--- src/design/cefmb_pkg.sv ---
package cefmb_pkg;

  // Register offsets
  localparam logic [7:0] CEFMB_OFS_FLAGS_THERMAL_ADC = 8'h1B;
  localparam logic [7:0] CEFMB_OFS_FLAGS_CONVERTER = 8'h1C;
  localparam logic [7:0] CEFMB_OFS_MASK_BATTERY_BUS = 8'h1D;
  localparam logic [7:0] CEFMB_OFS_MASK_BUS_CURRENT = 8'h1E;

  // Values after reset
  localparam logic [7:0] CEFMB_RST_FLAGS = 8'h00;
  localparam logic [7:0] CEFMB_RST_MASK = 8'h00;
  localparam logic [7:0] CEFMB_RST_RDATA = 8'h00;

  // Implemented bits per register
  localparam logic [7:0] CEFMB_MASK1_WR_BITS = 8'hFF;
  localparam logic [7:0] CEFMB_MASK2_WR_BITS = 8'hFE;
  localparam logic [7:0] CEFMB_FLAGS2_GATE_BITS = 8'hF4;
  localparam logic [7:0] CEFMB_FLAGS5_GATE_BITS = 8'hD0;

  // Field positions, flag bank 4
  localparam int CEFMB_BIT_ADC_DONE = 7;
  localparam int CEFMB_BIT_SOFT_START_TIMEOUT = 6;
  localparam int CEFMB_BIT_TEMP_SENSE_ALARM = 5;
  localparam int CEFMB_BIT_CONNECTOR_TEMP_FAULT = 4;
  localparam int CEFMB_BIT_BATTERY_TEMP_FAULT = 3;
  localparam int CEFMB_BIT_DIE_OVERTEMP_FAULT = 2;
  localparam int CEFMB_BIT_DIE_TEMP_ALARM = 1;
  localparam int CEFMB_BIT_HOST_TIMER_EXPIRY = 0;

  // Field positions, flag bank 5
  localparam int CEFMB_BIT_REGULATOR_OK = 7;
  localparam int CEFMB_BIT_CONVERTER_RUNNING = 6;
  localparam int CEFMB_BIT_BUS_ERROR_HIGH = 4;

  // Flag cells: 0..7 are bank 4 bits, 8..10 bank 5 bits 4, 6, 7
  localparam int CEFMB_NUM_CELLS = 11;
  localparam int CEFMB_BANK4_CELLS = 8;

  // Cycles after reset release before change detection is trusted
  localparam logic [1:0] CEFMB_SETTLE_CYCLES = 2'h3;
  localparam logic [1:0] CEFMB_SETTLE_START = 2'h0;

  typedef enum logic [1:0] {
    CEFMB_ST_SETTLE = 2'b00,
    CEFMB_ST_ARMED = 2'b01
  } cefmb_arm_st_t;

endpackage

--- src/design/cefmb_flag_cell.sv ---
`timescale 1ns/10ps
`default_nettype none
module cefmb_flag_cell (
  // Clock and reset
  input wire logic clk_in,
  input wire logic arst_n_in,
  // Status level from outside the clock domain
  input wire logic status_in,
  // Qualifier and clear from the register logic
  input wire logic arm_in,
  input wire logic clear_in,
  // Latched event flag
  output logic flag_out
);
  import cefmb_pkg::*;

  logic meta_r;
  logic sync_r;
  logic prev_r;
  logic change;

  always_ff @(posedge clk_in or negedge arst_n_in) begin
    if (!arst_n_in) begin
      meta_r <= 1'b0;
      sync_r <= 1'b0;
    end else begin
      meta_r <= status_in;
      sync_r <= meta_r;
    end
  end

  // Previous level keeps tracking even while disarmed, so arming later
  // never reports a change that happened long ago
  always_ff @(posedge clk_in or negedge arst_n_in) begin
    if (!arst_n_in) begin
      prev_r <= 1'b0;
    end else begin
      prev_r <= sync_r;
    end
  end

  assign change = sync_r ^ prev_r;

  always_ff @(posedge clk_in or negedge arst_n_in) begin
    if (!arst_n_in) begin
      flag_out <= 1'b0;
    end else if (arm_in && change) begin
      flag_out <= 1'b1;
    end else if (clear_in) begin
      flag_out <= 1'b0;
    end
  end

endmodule // cefmb_flag_cell
`default_nettype wire

--- src/design/cefmb_top.sv ---
`timescale 1ns/10ps
`default_nettype none
module cefmb_top (
  // Clock and reset
  input wire logic clk_in,
  input wire logic arst_n_in,
  // Register port
  input wire logic [7:0] reg_addr_in,
  input wire logic [7:0] reg_wdata_in,
  input wire logic reg_wr_in,
  input wire logic reg_rd_in,
  output logic [7:0] reg_rdata_out,
  // Register-reset command, one cycle pulse
  input wire logic reg_reset_cmd_in,
  // ADC mode, high while the ADC runs one-shot
  input wire logic adc_one_shot_in,
  // Status levels for flag bank 4
  input wire logic adc_done_stat_in,
  input wire logic soft_start_timeout_stat_in,
  input wire logic temp_sense_alarm_stat_in,
  input wire logic connector_temp_fault_stat_in,
  input wire logic battery_temp_fault_stat_in,
  input wire logic die_overtemp_fault_stat_in,
  input wire logic die_temp_alarm_stat_in,
  input wire logic host_timer_expiry_stat_in,
  // Status levels for flag bank 5
  input wire logic regulator_ok_stat_in,
  input wire logic converter_running_stat_in,
  input wire logic bus_error_high_stat_in,
  // Flags and masks held by neighbouring register banks
  input wire logic [7:0] prot_flags_bank1_in,
  input wire logic [7:0] prot_flags_bank2_in,
  input wire logic [7:0] thermal_adc_irq_mask_in,
  input wire logic [7:0] converter_irq_mask_in,
  // Interrupt request, active high
  output logic irq_out
);
  import cefmb_pkg::*;

  cefmb_arm_st_t arm_st_r;
  cefmb_arm_st_t arm_st_nxt;
  logic [1:0] settle_cnt_r;
  logic armed;

  logic [CEFMB_NUM_CELLS-1:0] cell_status;
  logic [CEFMB_NUM_CELLS-1:0] cell_arm;
  logic [CEFMB_NUM_CELLS-1:0] cell_clear;
  logic [CEFMB_NUM_CELLS-1:0] cell_flag;

  logic [7:0] flags_thermal_adc;
  logic [7:0] flags_converter;
  logic [7:0] interrupt_mask_battery_bus_r;
  logic [7:0] interrupt_mask_bus_current_r;
  logic [7:0] rdata_nxt;
  logic rd_flags4;
  logic rd_flags5;
  logic wr_mask1;
  logic wr_mask2;
  logic irq_nxt;

  // Arming: synchronisers start at 0 and a high status would look like a
  // change, so detection waits until the pipeline has settled
  always_comb begin
    arm_st_nxt = arm_st_r;
    unique case (arm_st_r)
      CEFMB_ST_SETTLE: begin
        if (settle_cnt_r == CEFMB_SETTLE_CYCLES) begin
          arm_st_nxt = CEFMB_ST_ARMED;
        end
      end
      CEFMB_ST_ARMED: begin
        arm_st_nxt = CEFMB_ST_ARMED;
      end
      default: begin
        arm_st_nxt = CEFMB_ST_SETTLE;
      end
    endcase
  end

  always_ff @(posedge clk_in or negedge arst_n_in) begin
    if (!arst_n_in) begin
      arm_st_r <= CEFMB_ST_SETTLE;
    end else begin
      arm_st_r <= arm_st_nxt;
    end
  end

  always_ff @(posedge clk_in or negedge arst_n_in) begin
    if (!arst_n_in) begin
      settle_cnt_r <= CEFMB_SETTLE_START;
    end else if (arm_st_r == CEFMB_ST_SETTLE &&
                 settle_cnt_r != CEFMB_SETTLE_CYCLES) begin
      settle_cnt_r <= settle_cnt_r + 2'h1;
    end
  end

  assign armed = (arm_st_r == CEFMB_ST_ARMED);

  // Register strobes
  assign rd_flags4 = reg_rd_in && (reg_addr_in == CEFMB_OFS_FLAGS_THERMAL_ADC);
  assign rd_flags5 = reg_rd_in && (reg_addr_in == CEFMB_OFS_FLAGS_CONVERTER);
  assign wr_mask1 = reg_wr_in && (reg_addr_in == CEFMB_OFS_MASK_BATTERY_BUS);
  assign wr_mask2 = reg_wr_in && (reg_addr_in == CEFMB_OFS_MASK_BUS_CURRENT);

  // Status lines into cells
  assign cell_status[CEFMB_BIT_ADC_DONE] = adc_done_stat_in;
  assign cell_status[CEFMB_BIT_SOFT_START_TIMEOUT] =
    soft_start_timeout_stat_in;
  assign cell_status[CEFMB_BIT_TEMP_SENSE_ALARM] =
    temp_sense_alarm_stat_in;
  assign cell_status[CEFMB_BIT_CONNECTOR_TEMP_FAULT] =
    connector_temp_fault_stat_in;
  assign cell_status[CEFMB_BIT_BATTERY_TEMP_FAULT] =
    battery_temp_fault_stat_in;
  assign cell_status[CEFMB_BIT_DIE_OVERTEMP_FAULT] =
    die_overtemp_fault_stat_in;
  assign cell_status[CEFMB_BIT_DIE_TEMP_ALARM] =
    die_temp_alarm_stat_in;
  assign cell_status[CEFMB_BIT_HOST_TIMER_EXPIRY] =
    host_timer_expiry_stat_in;
  assign cell_status[8] = bus_error_high_stat_in;
  assign cell_status[9] = converter_running_stat_in;
  assign cell_status[10] = regulator_ok_stat_in;

  // Cells clear on a read of their own bank; a change in the same cycle
  // wins inside the cell and is seen on the next read
  genvar gi;
  generate
    for (gi = 0; gi < CEFMB_NUM_CELLS; gi = gi + 1) begin : g_cell
      if (gi == CEFMB_BIT_ADC_DONE) begin : g_adc
        assign cell_arm[gi] = armed && adc_one_shot_in;
      end else begin : g_plain
        assign cell_arm[gi] = armed;
      end
      if (gi < CEFMB_BANK4_CELLS) begin : g_b4
        assign cell_clear[gi] = rd_flags4;
      end else begin : g_b5
        assign cell_clear[gi] = rd_flags5;
      end
      cefmb_flag_cell u_cell (
        .clk_in(clk_in),
        .arst_n_in(arst_n_in),
        .status_in(cell_status[gi]),
        .arm_in(cell_arm[gi]),
        .clear_in(cell_clear[gi]),
        .flag_out(cell_flag[gi])
      );
    end
  endgenerate

  assign flags_thermal_adc = cell_flag[CEFMB_BANK4_CELLS-1:0];
  // Reserved bits tie to zero
  assign flags_converter = {cell_flag[10], cell_flag[9], 1'b0,
                            cell_flag[8], 4'h0};

  // Mask registers; the reset command outranks a write in the same cycle
  always_ff @(posedge clk_in or negedge arst_n_in) begin
    if (!arst_n_in) begin
      interrupt_mask_battery_bus_r <= CEFMB_RST_MASK;
    end else if (reg_reset_cmd_in) begin
      interrupt_mask_battery_bus_r <= CEFMB_RST_MASK;
    end else if (wr_mask1) begin
      interrupt_mask_battery_bus_r <=
        reg_wdata_in & CEFMB_MASK1_WR_BITS;
    end
  end

  always_ff @(posedge clk_in or negedge arst_n_in) begin
    if (!arst_n_in) begin
      interrupt_mask_bus_current_r <= CEFMB_RST_MASK;
    end else if (reg_reset_cmd_in) begin
      interrupt_mask_bus_current_r <= CEFMB_RST_MASK;
    end else if (wr_mask2) begin
      // Bits 3 and 1 are kept as storage, bit 0 is never stored
      interrupt_mask_bus_current_r <=
        reg_wdata_in & CEFMB_MASK2_WR_BITS;
    end
  end

  // Read data; flag registers ignore writes
  always_comb begin
    rdata_nxt = CEFMB_RST_RDATA;
    unique case (reg_addr_in)
      CEFMB_OFS_FLAGS_THERMAL_ADC: rdata_nxt = flags_thermal_adc;
      CEFMB_OFS_FLAGS_CONVERTER: rdata_nxt = flags_converter;
      CEFMB_OFS_MASK_BATTERY_BUS: rdata_nxt = interrupt_mask_battery_bus_r;
      CEFMB_OFS_MASK_BUS_CURRENT: rdata_nxt = interrupt_mask_bus_current_r;
      default: rdata_nxt = CEFMB_RST_RDATA;
    endcase
  end

  always_ff @(posedge clk_in or negedge arst_n_in) begin
    if (!arst_n_in) begin
      reg_rdata_out <= CEFMB_RST_RDATA;
    end else if (reg_rd_in) begin
      reg_rdata_out <= rdata_nxt;
    end else begin
      reg_rdata_out <= CEFMB_RST_RDATA;
    end
  end

  // Interrupt; registered, so it follows the flags by one cycle
  assign irq_nxt =
    (|(prot_flags_bank1_in & ~interrupt_mask_battery_bus_r)) ||
    (|(prot_flags_bank2_in & ~interrupt_mask_bus_current_r &
       CEFMB_FLAGS2_GATE_BITS)) ||
    (|(flags_thermal_adc & ~thermal_adc_irq_mask_in)) ||
    (|(flags_converter & ~converter_irq_mask_in &
       CEFMB_FLAGS5_GATE_BITS));

  always_ff @(posedge clk_in or negedge arst_n_in) begin
    if (!arst_n_in) begin
      irq_out <= 1'b0;
    end else begin
      irq_out <= irq_nxt;
    end
  end

endmodule // cefmb_top
`default_nettype wire

--- config.mk ---
export PLATFORM = sky130hd
export DESIGN_NAME = cefmb_top
export DESIGN_NICKNAME = d
export VERILOG_FILES = /design/src/design/cefmb_pkg.sv /design/src/design/cefmb_flag_cell.sv /design/src/design/cefmb_top.sv
export SDC_FILE = /design/constraint.sdc
export NUM_CORES = 1
export LEC_CHECK = 0
export ABC_AREA = 0
export BUFFER_PORTS_ARGS = -buffer_cell sky130_fd_sc_hd__buf_2
export CAP_MARGIN = 20
export CORE_MARGIN = 5
export CORE_UTILIZATION = 45
export CTS_CLUSTER_DIAMETER = 100
export CTS_CLUSTER_SIZE = 30
export DETAILED_ROUTE_END_ITERATION = 7
export PLACE_DENSITY = 0.7
export SETUP_SLACK_MARGIN = 0.15
export SYNTH_ARGS = -nofsm -noshare
export SYNTH_HDL_FRONTEND = slang
export SYNTH_SLANG_ARGS = --single-unit
--- constraint.sdc ---
create_clock -name clk_in -period 1.8 [get_ports clk_in]
set_input_delay 0.18 -clock clk_in [delete_from_list [all_inputs] [get_ports clk_in]]
set_output_delay 0.18 -clock clk_in [all_outputs]
set_load 0.05 [all_outputs]
==> results of run 1 <==
## power breakdown
group | switching (W) | total, W | leakage (nW) | internal [W]
Clock | 0.000606 | 0.00140 | 0.112 | 0.000798
Sequential | 0.0000172 | 0.00165 | 0.837 | 0.00163
Combinational | 0.0000988 | 0.000195 | 0.749 | 0.0000959
Total | 0.000722 | 0.00325 | 1.70 | 0.00253
## cell families after synthesis
logic type / Yosys count
xor+xnor: 13
simple gates: 44
compound gates: 38
fa+ha+maj: 1
buf+inv: 32
flops: 71
mux: 19
## cell usage after synthesis
library cell / count
a22o_1: 10
buf_6: 1
a21oi_1: 4
nor4_4: 3
nor3_1: 1
o22ai_1: 12
nand2_1: 7
nor2_1: 22
xnor2_1: 1
buf_2: 1
mux2i_1: 18
xor2_1: 12
o2bb2ai_1: 3
ha_1: 1
a22oi_1: 8
mux2_2: 1
clkbuf_1: 2
nor2b_1: 1
inv_1: 27
dfrtp_1: 71
a32o_1: 1
nor4_1: 4
nand4bb_1: 1
nand2b_1: 2
clkbuf_2: 1
nand3_1: 2
nand4b_1: 1
## how the worst max path moves through the flow
stage	to	slack (ns)
3_5_place_dp	interrupt_mask_battery_bus_r[0]	0.26
5_1_grt	settle_cnt_r[1]	0.46
6_report	settle_cnt_r[1]	0.54
3_3_place_gp	interrupt_mask_battery_bus_r[0]	0.30
4_1_cts	settle_cnt_r[1]	0.53
2_1_floorplan	interrupt_mask_battery_bus_r[2]	0.32
## stage by stage
| stage | hold WS, ns | total power, W | util | setup slack (ns) | std cells |
|---|---|---|---|---|---|
| after floorplan | -0.1156 | 0.001743 | - | 0.3211 | 218 |
| after global routing | 0.09372 | 0.003397 | 0.6012 | 0.4627 | 388 |
| after CTS | 0.07958 | 0.003297 | 0.6012 | 0.5333 | 388 |
| after detailed placement | 0.2297 | 0.001860 | 0.5423 | 0.2619 | 360 |
| after global placement | 0.2250 | 0.001854 | 0.5423 | 0.3029 | 360 |
| final | 0.1054 | 0.003249 | 0.6012 | 0.5358 | 388 |
## sequential cells by signal, summed over array words and instances (netlist names)
signal / cells
g_cell.u_cell.sync_r: 11
reg_rdata_out: 8
g_cell.u_cell.meta_r: 11
settle_cnt_r: 2
interrupt_mask_bus_current_r: 7
arm_st_r: 1
g_cell.u_cell.prev_r: 11
irq_out: 1
g_cell.u_cell.flag_out: 11
interrupt_mask_battery_bus_r: 8
## layout by cell type (no fill, tap or decap), drive strengths merged
master and instances:
o2bb2ai 3, mux2i 18, nor2 22, nand4b 1, dfrtp 71, clkbuf 9
clkinv 2, xor2 12, nand4bb 1, nand2 7, nor3 1, xnor2 1
nand2b 2, nor2b 1, ha 1, bufinv 2, a21oi 4, o22ai 12
inv 29, nand3 2, mux2 1, dlygate4sd3 12, nor4 7, buf 72
a22o 10, a22oi 8, clkinvlp 1, a32o 1
## area by class of cell
cell class | count | area (µm²)
clock buffer | 9 | 123.9
clock inverter | 7 | 105.1
fill | 489 | 2361
inverter | 27 | 101.3
multi-input combinational | 115 | 848.3
sequential | 71 | 1777
tap | 75 | 93.84
timing repair buffer | 84 | 510.5
## layer usage
layer  up-vias  GRT usage  part of all wire
met2        76     0.2468              0.47
met5         -          0                 0
li1        927          -                 -
met4         0    0.08379             0.035
met3        13    0.05493             0.084
met1       907     0.1880              0.41
## worst register-to-register path, delay by kind of cell (launching register included)
family	cells	cell delay, ns
simple gates	1	0.20
mux	1	0.36
fa+ha+maj	1	0.20
flops	1	0.39
==> results.tsv, run 1 <==
metric	value	unit
io_pins	74	
vias	1923	
power.density	912.6	nW/µm²
reg2reg_depth	3	
cp.depth	3	
synthCells	218	
grt_pass1_vias	1965	
synth_xor_xnor_area_share	0.04133	
wl_per_cell	14.05	µm
slew_headroom	0.7172	
dr.pass1.iters	4	
finalSetupViolations	0	
arrival	1.49	ns
netlist_area	2755	µm²
drt-total-wl	5.451	mm
design_area	3560	µm²
leakage	1.699	nW
path_delay_family	flip-flops	
cts_setup_buffers	0	
hold_violations	0	
synthSimpleGateAreaFrac	0.09128	
synth_cell_type_count	27	
critPathSlowestCell	dfrtp_1	
path_clk_slew	0.07	ns
htreeDepth	3	
rr_startpoint	settle_cnt_r[0]	
min_from	reg_wdata_in[4]	
area_growth	29.20	%
synth_compound_area_frac	0.1013	
diodes	0	
hold_buffers	12	
dpl_cell_area	3211	µm²
vdd_ir_drop_max	0.0009385	V
cts.sinks	71	
path_max_fanout	3	
tightest_slew	0.4204	ns
post-dp-hpwl	3.982	mm
fin_worst_skew	0.007334	ns
ys_warn_count	0	
worst-r2r-setup-slack	0.54	ns
timing.critical_path.slowest_cell_delay	0.39	ns
cts_root_buf	clkbuf_8	
drtIter0Drc	58	
io_buffers	65	
fp.dieW	88.25	µm
initial_core_util	0.4653	
synthTopCellsByArea	dfrtp_1 64%, mux2i_1 6.5%, xor2_1 3.8%	
grt.total_usage	0.1561	
status	finished, final reports clean	
clkLatencyLatePin	0.34	ns
tritoncts	done	
via_per_inst	4.956	
holdPathEnd	interrupt_mask_battery_bus_r[4]	
drcViolationCount	0	
slew_viol_final	0	
grt_overflow	0	
die-height	88.25	µm
antenna_found_initial	0	
critPathBufInv	0	
critPathKind	reg -> reg	
endpoint_kind	register	
dieArea	7787	µm²
hold_class	in -> reg	
setup-tns-final	0	ns
crit_path_start_kind	register	
yosysTopAreaCell	dfrtp_1	
fin_nets	374	
clk_path_buf_depth	2	
final.min_clock_period	1.264	ns
synthMuxAreaShare	0.06948	
r2r_end	settle_cnt_r[1]	
cts_resized	0	
grt_pass1_wl	8.997	mm
cp-startpoint	settle_cnt_r[0]	
fmax	0.7910	GHz
crit_chain	ha_1, nor2_1, mux2_2	
hold_depth	3	
grt_max_degree	72	
ys_seq_area_frac	0.6449	
ys_seq_elements	71	
synth_top_area_frac	0.6449	
drv_cap	0	
cp.required	2.03	ns
drtAntennaViolNets	0	
rsz0062_at_grt	no	
core	5921	µm²
synth-adder-area-share	0.004541	
cts_buffers	9	
postSynthAreaPerCell	12.64	µm²
synth_top_family_by_area	compound AO/OA/AOI/OAI gates	
routabilityCongestion	0.8447	
rows	28	
syn-num-nets	284	
drive_above_1_share	0.2939	
finalCritPeriodShare	0.7023	
(Power assumes the default switching activity.)
==> run 2: changes to the inputs <==
--- a/config.mk
+++ b/config.mk
@@ -13,7 +13,7 @@
 export CTS_CLUSTER_DIAMETER = 100
 export CTS_CLUSTER_SIZE = 30
 export DETAILED_ROUTE_END_ITERATION = 7
-export PLACE_DENSITY = 0.7
+export PLACE_DENSITY = 0.73
 export SETUP_SLACK_MARGIN = 0.15
 export SYNTH_ARGS = -nofsm -noshare
 export SYNTH_HDL_FRONTEND = slang
==> constraint.sdc (replaced) <==
create_clock -name clk_in -period 1 [get_ports clk_in]
set_input_delay 0.1 -clock clk_in [delete_from_list [all_inputs] [get_ports clk_in]]
set_output_delay 0.1 -clock clk_in [all_outputs]
set_load 0.05 [all_outputs]
==> results.tsv, run 2 (synthesis results as in run 1) <==
metric	value	unit
final.min_clock_period	1.118	ns
initial_core_util	0.4653	
io_pins	74	
critPathKind	reg -> reg	
final_cell_mix	71 x dfrtp_1, 54 x buf_2, 31 x buf_4	
htreeDepth	3	
drive_above_1_share	0.4282	
endpoint_kind	register	
status	finished, violations left	
drcViolationCount	0	
clk_path_buf_depth	2	
arrival	1.32	ns
finalSetupViolations	11	
path_clk_slew	0.08	ns
cp.required	1.21	ns
fin_ws	-0.1182	ns
fp.dieW	88.25	µm
diodes	0	
wl_per_cell	14.70	µm
rsz0062_at_grt	yes	
cts.sinks	71	
vdd_ir_drop_max	0.001040	V
power.density	1344	nW/µm²
dpl_cell_area	3485	µm²
clkLatencyLatePin	0.34	ns
fmax	0.8943	GHz
grt_pass1_wl	10.14	mm
path_max_fanout	2	
drtIter0Drc	72	
grt.total_usage	0.1729	
fill_cells	425	
grt_pass1_vias	2168	
cts_buffers	9	
via_per_inst	4.913	
drv_cap	0	
drt-total-wl	6.216	mm
cts_root_buf	clkbuf_8	
tritoncts	done	
io_buffers	65	
post-dp-hpwl	4.540	mm
dieArea	7787	µm²
drtAntennaViolNets	0	
final_common_cell	dfrtp_1	
design_area	4003	µm²
grt_overflow	0	
vias	2078	
fin_worst_skew	0.006116	ns
hold_violations	0	
leakage	1.913	nW
core	5921	µm²
finalCritPeriodShare	1.118	
slew_headroom	0.7717	
fin_nets	409	
violations	setup timing	
setup-tns-final	-0.4623	ns
antenna_found_initial	0	
slew_viol_final	0	
crit_path_start_kind	register	
rows	28	
tightest_slew	0.3424	ns
routabilityCongestion	0.8703	
area_growth	45.28	%
dp_slack	-0.4758	ns
dr.pass1.iters	4	
hold_class	in -> reg	
grt_max_degree	31	
die-height	88.25	µm
run 2: changes by cell type in the layout (fill, tap and decap cells not counted), moves of 4 or more:
cell	delta
buf_6	+19
buf_4	+25
buf_2	-11
clkinv_2	+4
nand2_1	-4
run 2: critical path, stage by stage, from the launching register on:
cell and delay (ns):
dfrtp_1 0.38, inv_1 0.08, o22ai_1 0.08, nor4_1 0.32, nand3_1 0.13
run 2: per-layer routing:
layer / wire length (µm) / vias to the layer above / global-route usage
li1: - / 1003 / -
met1: 2506 / 996 / 0.2189
met2: 3122 / 65 / 0.2774
met3: 430 / 14 / 0.04376
met4: 156 / 0 / 0.08516
met5: 0 / - / 0
run 2: metrics by stage:
step	util	std cells	hold WS (ns)	power, W
after floorplan	-	218	-0.1956	0.003149
after global placement	0.5885	391	0.02227	0.003383
after detailed placement	0.5885	391	0.02517	0.003391
after CTS	0.6640	421	0.01319	0.005442
after global routing	0.6760	423	0.02813	0.005636
final	0.6760	423	0.02731	0.005379
run 2: power breakdown:
part	internal (W)	leakage, nW	switching [W]
clock network	0.000953	0.0918	0.00103
logic	0.000214	0.984	0.000211
registers	0.00294	0.837	0.0000300
total	0.00411	1.91	0.00127
run 2: area by class of cell:
class / count / area (µm²) / area share
clock buffers: 10 / 137.6 / 0.03439
clock inverters: 6 / 36.28 / 0.009065
inverters: 27 / 101.3 / 0.02532
multi-input cells: 115 / 972.2 / 0.2429
flip-flops and latches: 71 / 1777 / 0.4439
well taps: 75 / 93.84 / 0.02344
repair buffers: 119 / 884.6 / 0.2210
run 2: worst paths after layout:
kind,startpoint,end,slack (ns),cells past startpoint
min in group asynchronous,arst_n_in,g_cell[5].u_cell.sync_r,0.20,2
worst max-delay path,g_cell[0].u_cell.flag_out,irq_out,-0.12,4
worst min-delay path,reg_wdata_in[3],interrupt_mask_battery_bus_r[3],0.03,3
worst max register to register,g_cell[0].u_cell.flag_out,irq_out,-0.12,4
max in group asynchronous,arst_n_in,g_cell[9].u_cell.sync_r,0.33,3
worst min register to register,g_cell[5].u_cell.meta_r,g_cell[5].u_cell.sync_r,0.34,0
run 2: repair_timing:
action | CTS | global route
endpoints found under the setup margin | 47 | 47
cloned | 0 | 0
hold buffers | 12 | 0
pin swaps | 20 | 16
endpoints found under the hold margin | 82 | 0
resized for setup | 35 | 14
buffers inserted | 2 | 2
==> run 3: changes to the inputs <==
--- a/config.mk
+++ b/config.mk
@@ -14,6 +14,7 @@
 export CTS_CLUSTER_SIZE = 30
 export DETAILED_ROUTE_END_ITERATION = 7
 export PLACE_DENSITY = 0.73
+export REMOVE_ABC_BUFFERS = 1
 export SETUP_SLACK_MARGIN = 0.15
 export SYNTH_ARGS = -nofsm -noshare
 export SYNTH_HDL_FRONTEND = slang
==> results.tsv, run 3 (synthesis results as in run 1) <==
metric	value	unit
min_from	reg_wdata_in[0]	
grt_pass1_vias	2308	
drtAntennaViolNets	0	
ff_latch_area	1778	µm²
tritoncts	done	
cp.required	1.23	ns
rsz0062_at_grt	yes	
htreeDepth	3	
drcViolationCount	0	
finalCritPeriodShare	1.145	
r2r_end	reg_rdata_out[4]	
routabilityCongestion	0.8181	
io_pins	74	
grt_overflow	0	
drv_cap	0	
timing.critical_path.slowest_cell_delay	0.41	ns
path_max_fanout	3	
critPathKind	reg -> reg	
final_cell_mix	70 x dfrtp_1, 54 x buf_2, 39 x buf_4	
multi_input_area	1027	µm²
area_growth	53.13	%
endpoint_kind	register	
fp.dieW	88.25	µm
fin_cells	432	
drt-total-wl	6.808	mm
setup-tns-final	-1.351	ns
path_delay_family	flip-flops	
cts.sinks	71	
antenna_found_initial	0	
clkLatencyLatePin	0.33	ns
grt_pass1_wl	10.72	mm
violations	setup timing	
diodes	0	
crit_chain	buf_4, mux2i_1, o2bb2ai_1, a22oi_1, nor2_1	
critPathBufInv	1	
die-height	88.25	µm
cts_buffers	9	
fin_worst_skew	0.008179	ns
drive_above_1_share	0.4734	
slew_headroom	0.7574	
vdd_ir_drop_max	0.001206	V
critPathSlowestCell	dfrtp_1	
wl_per_cell	15.76	µm
crit_path_start_kind	register	
fill_cells	399	
clk_path_buf_depth	2	
power.density	1468	nW/µm²
hold_class	in -> reg	
arrival	1.37	ns
vias	2157	
dieArea	7787	µm²
final_common_cell	dfrtp_1	
grt.total_usage	0.1841	
holdPathEnd	interrupt_mask_battery_bus_r[0]	
io_buffers	65	
path_clk_slew	0.07	ns
dp_slack	-0.4325	ns
dr.pass1.iters	4	
fmax	0.8731	GHz
core	5921	µm²
tightest_slew	0.3639	ns
final.min_clock_period	1.145	ns
fin_nets	418	
worst-r2r-setup-slack	-0.15	ns
finalSetupViolations	20	
status	finished, violations left	
reg2reg_depth	5	
fin_ws	-0.1454	ns
placedCellCount	393	
hold_violations	0	
rows	28	
drtIter0Drc	128	
leakage	1.993	nW
post-dp-hpwl	4.606	mm
rr_startpoint	g_cell[8].u_cell.flag_out	
via_per_inst	4.993	
cts_root_buf	clkbuf_8	
slew_viol_final	0	
hold_depth	3	
initial_core_util	0.4653	
cp.depth	5	
grt_max_degree	72	
run 3: cell types whose count changed in the layout (fill, tap and decap cells not counted), moves of 3 or more:
cell	change
clkinv_2	-4
bufinv_16	+3
buf_4	+8
o22ai_1	-3
o22ai_2	+3
run 3: where the power goes:
group	total [W]	switching, W	internal, W	leakage (nW)
Combinational	0.000442	0.000218	0.000224	1.04
Clock	0.00278	0.00105	0.00173	0.116
Sequential	0.00297	0.0000312	0.00294	0.837
Total	0.00619	0.00130	0.00489	1.99
run 3: worst max path at each step:
stage / startpoint / slack (ns) / end
after global placement: reg_addr_in[6] / -0.38 / interrupt_mask_battery_bus_r[3]
final: g_cell[8].u_cell.flag_out / -0.15 / reg_rdata_out[4]
after detailed placement: reg_addr_in[6] / -0.43 / interrupt_mask_battery_bus_r[6]
after floorplan: reg_addr_in[6] / -0.60 / interrupt_mask_battery_bus_r[0]
after global routing: g_cell[8].u_cell.flag_out / -0.26 / reg_rdata_out[4]
after CTS: g_cell[0].u_cell.flag_out / -0.17 / irq_out
run 3: stage by stage:
| step | total power [W] | hold WS [ns] | cell area, µm² | util |
|---|---|---|---|---|
| 3_3_place_gp | 0.003370 | 0.1434 | 3483 | 0.5883 |
| 4_1_cts | 0.006222 | 0.02014 | 4104 | 0.6932 |
| 5_1_grt | 0.006417 | 0.04519 | 4219 | 0.7126 |
| 3_5_place_dp | 0.003383 | 0.1530 | 3483 | 0.5883 |
| 6_report | 0.006194 | 0.03828 | 4219 | 0.7126 |
| 2_1_floorplan | 0.003121 | -0.1956 | 2726 | - |
run 3: per-layer routing:
layer / vias to the layer above / GRT usage / part of all wire / wire length [µm]
li1: 1017 / - / - / -
met1: 1075 / 0.2220 / 0.41 / 2768
met2: 56 / 0.3182 / 0.53 / 3608
met3: 9 / 0.03818 / 0.051 / 344
met4: 0 / 0.08242 / 0.013 / 87
met5: - / 0 / 0 / 0
run 3: cell type report:
| cell class | count | share of cell area |
|---|---|---|
| Tap cell | 75 | 0.02224 |
| Multi-Input combinational cell | 115 | 0.2435 |
| Clock inverter | 5 | 0.02491 |
| Clock buffer | 11 | 0.03351 |
| Sequential cell | 71 | 0.4214 |
| Timing Repair Buffer | 128 | 0.2304 |
| Inverter | 27 | 0.02402 |
run 3: worst reg2reg max path, delay by kind of cell, from the launching register on:
kind / cells / cell delay (ns)
muxes: 1 / 0.18
AOI/OAI and AO/OA: 2 / 0.25
and+or+nand+nor: 1 / 0.06
DFF: 1 / 0.41
buffers and inverters: 1 / 0.14
run 3: timing repair:
action | 4_1_cts | 5_1_grt
hold endpoints to repair | 82 | 0
pin swaps | 30 | 12
setup endpoints to repair | 47 | 47
setup buffers | 5 | 5
cloned | 1 | 0
resized for setup | 57 | 14
hold buffers | 12 | 0
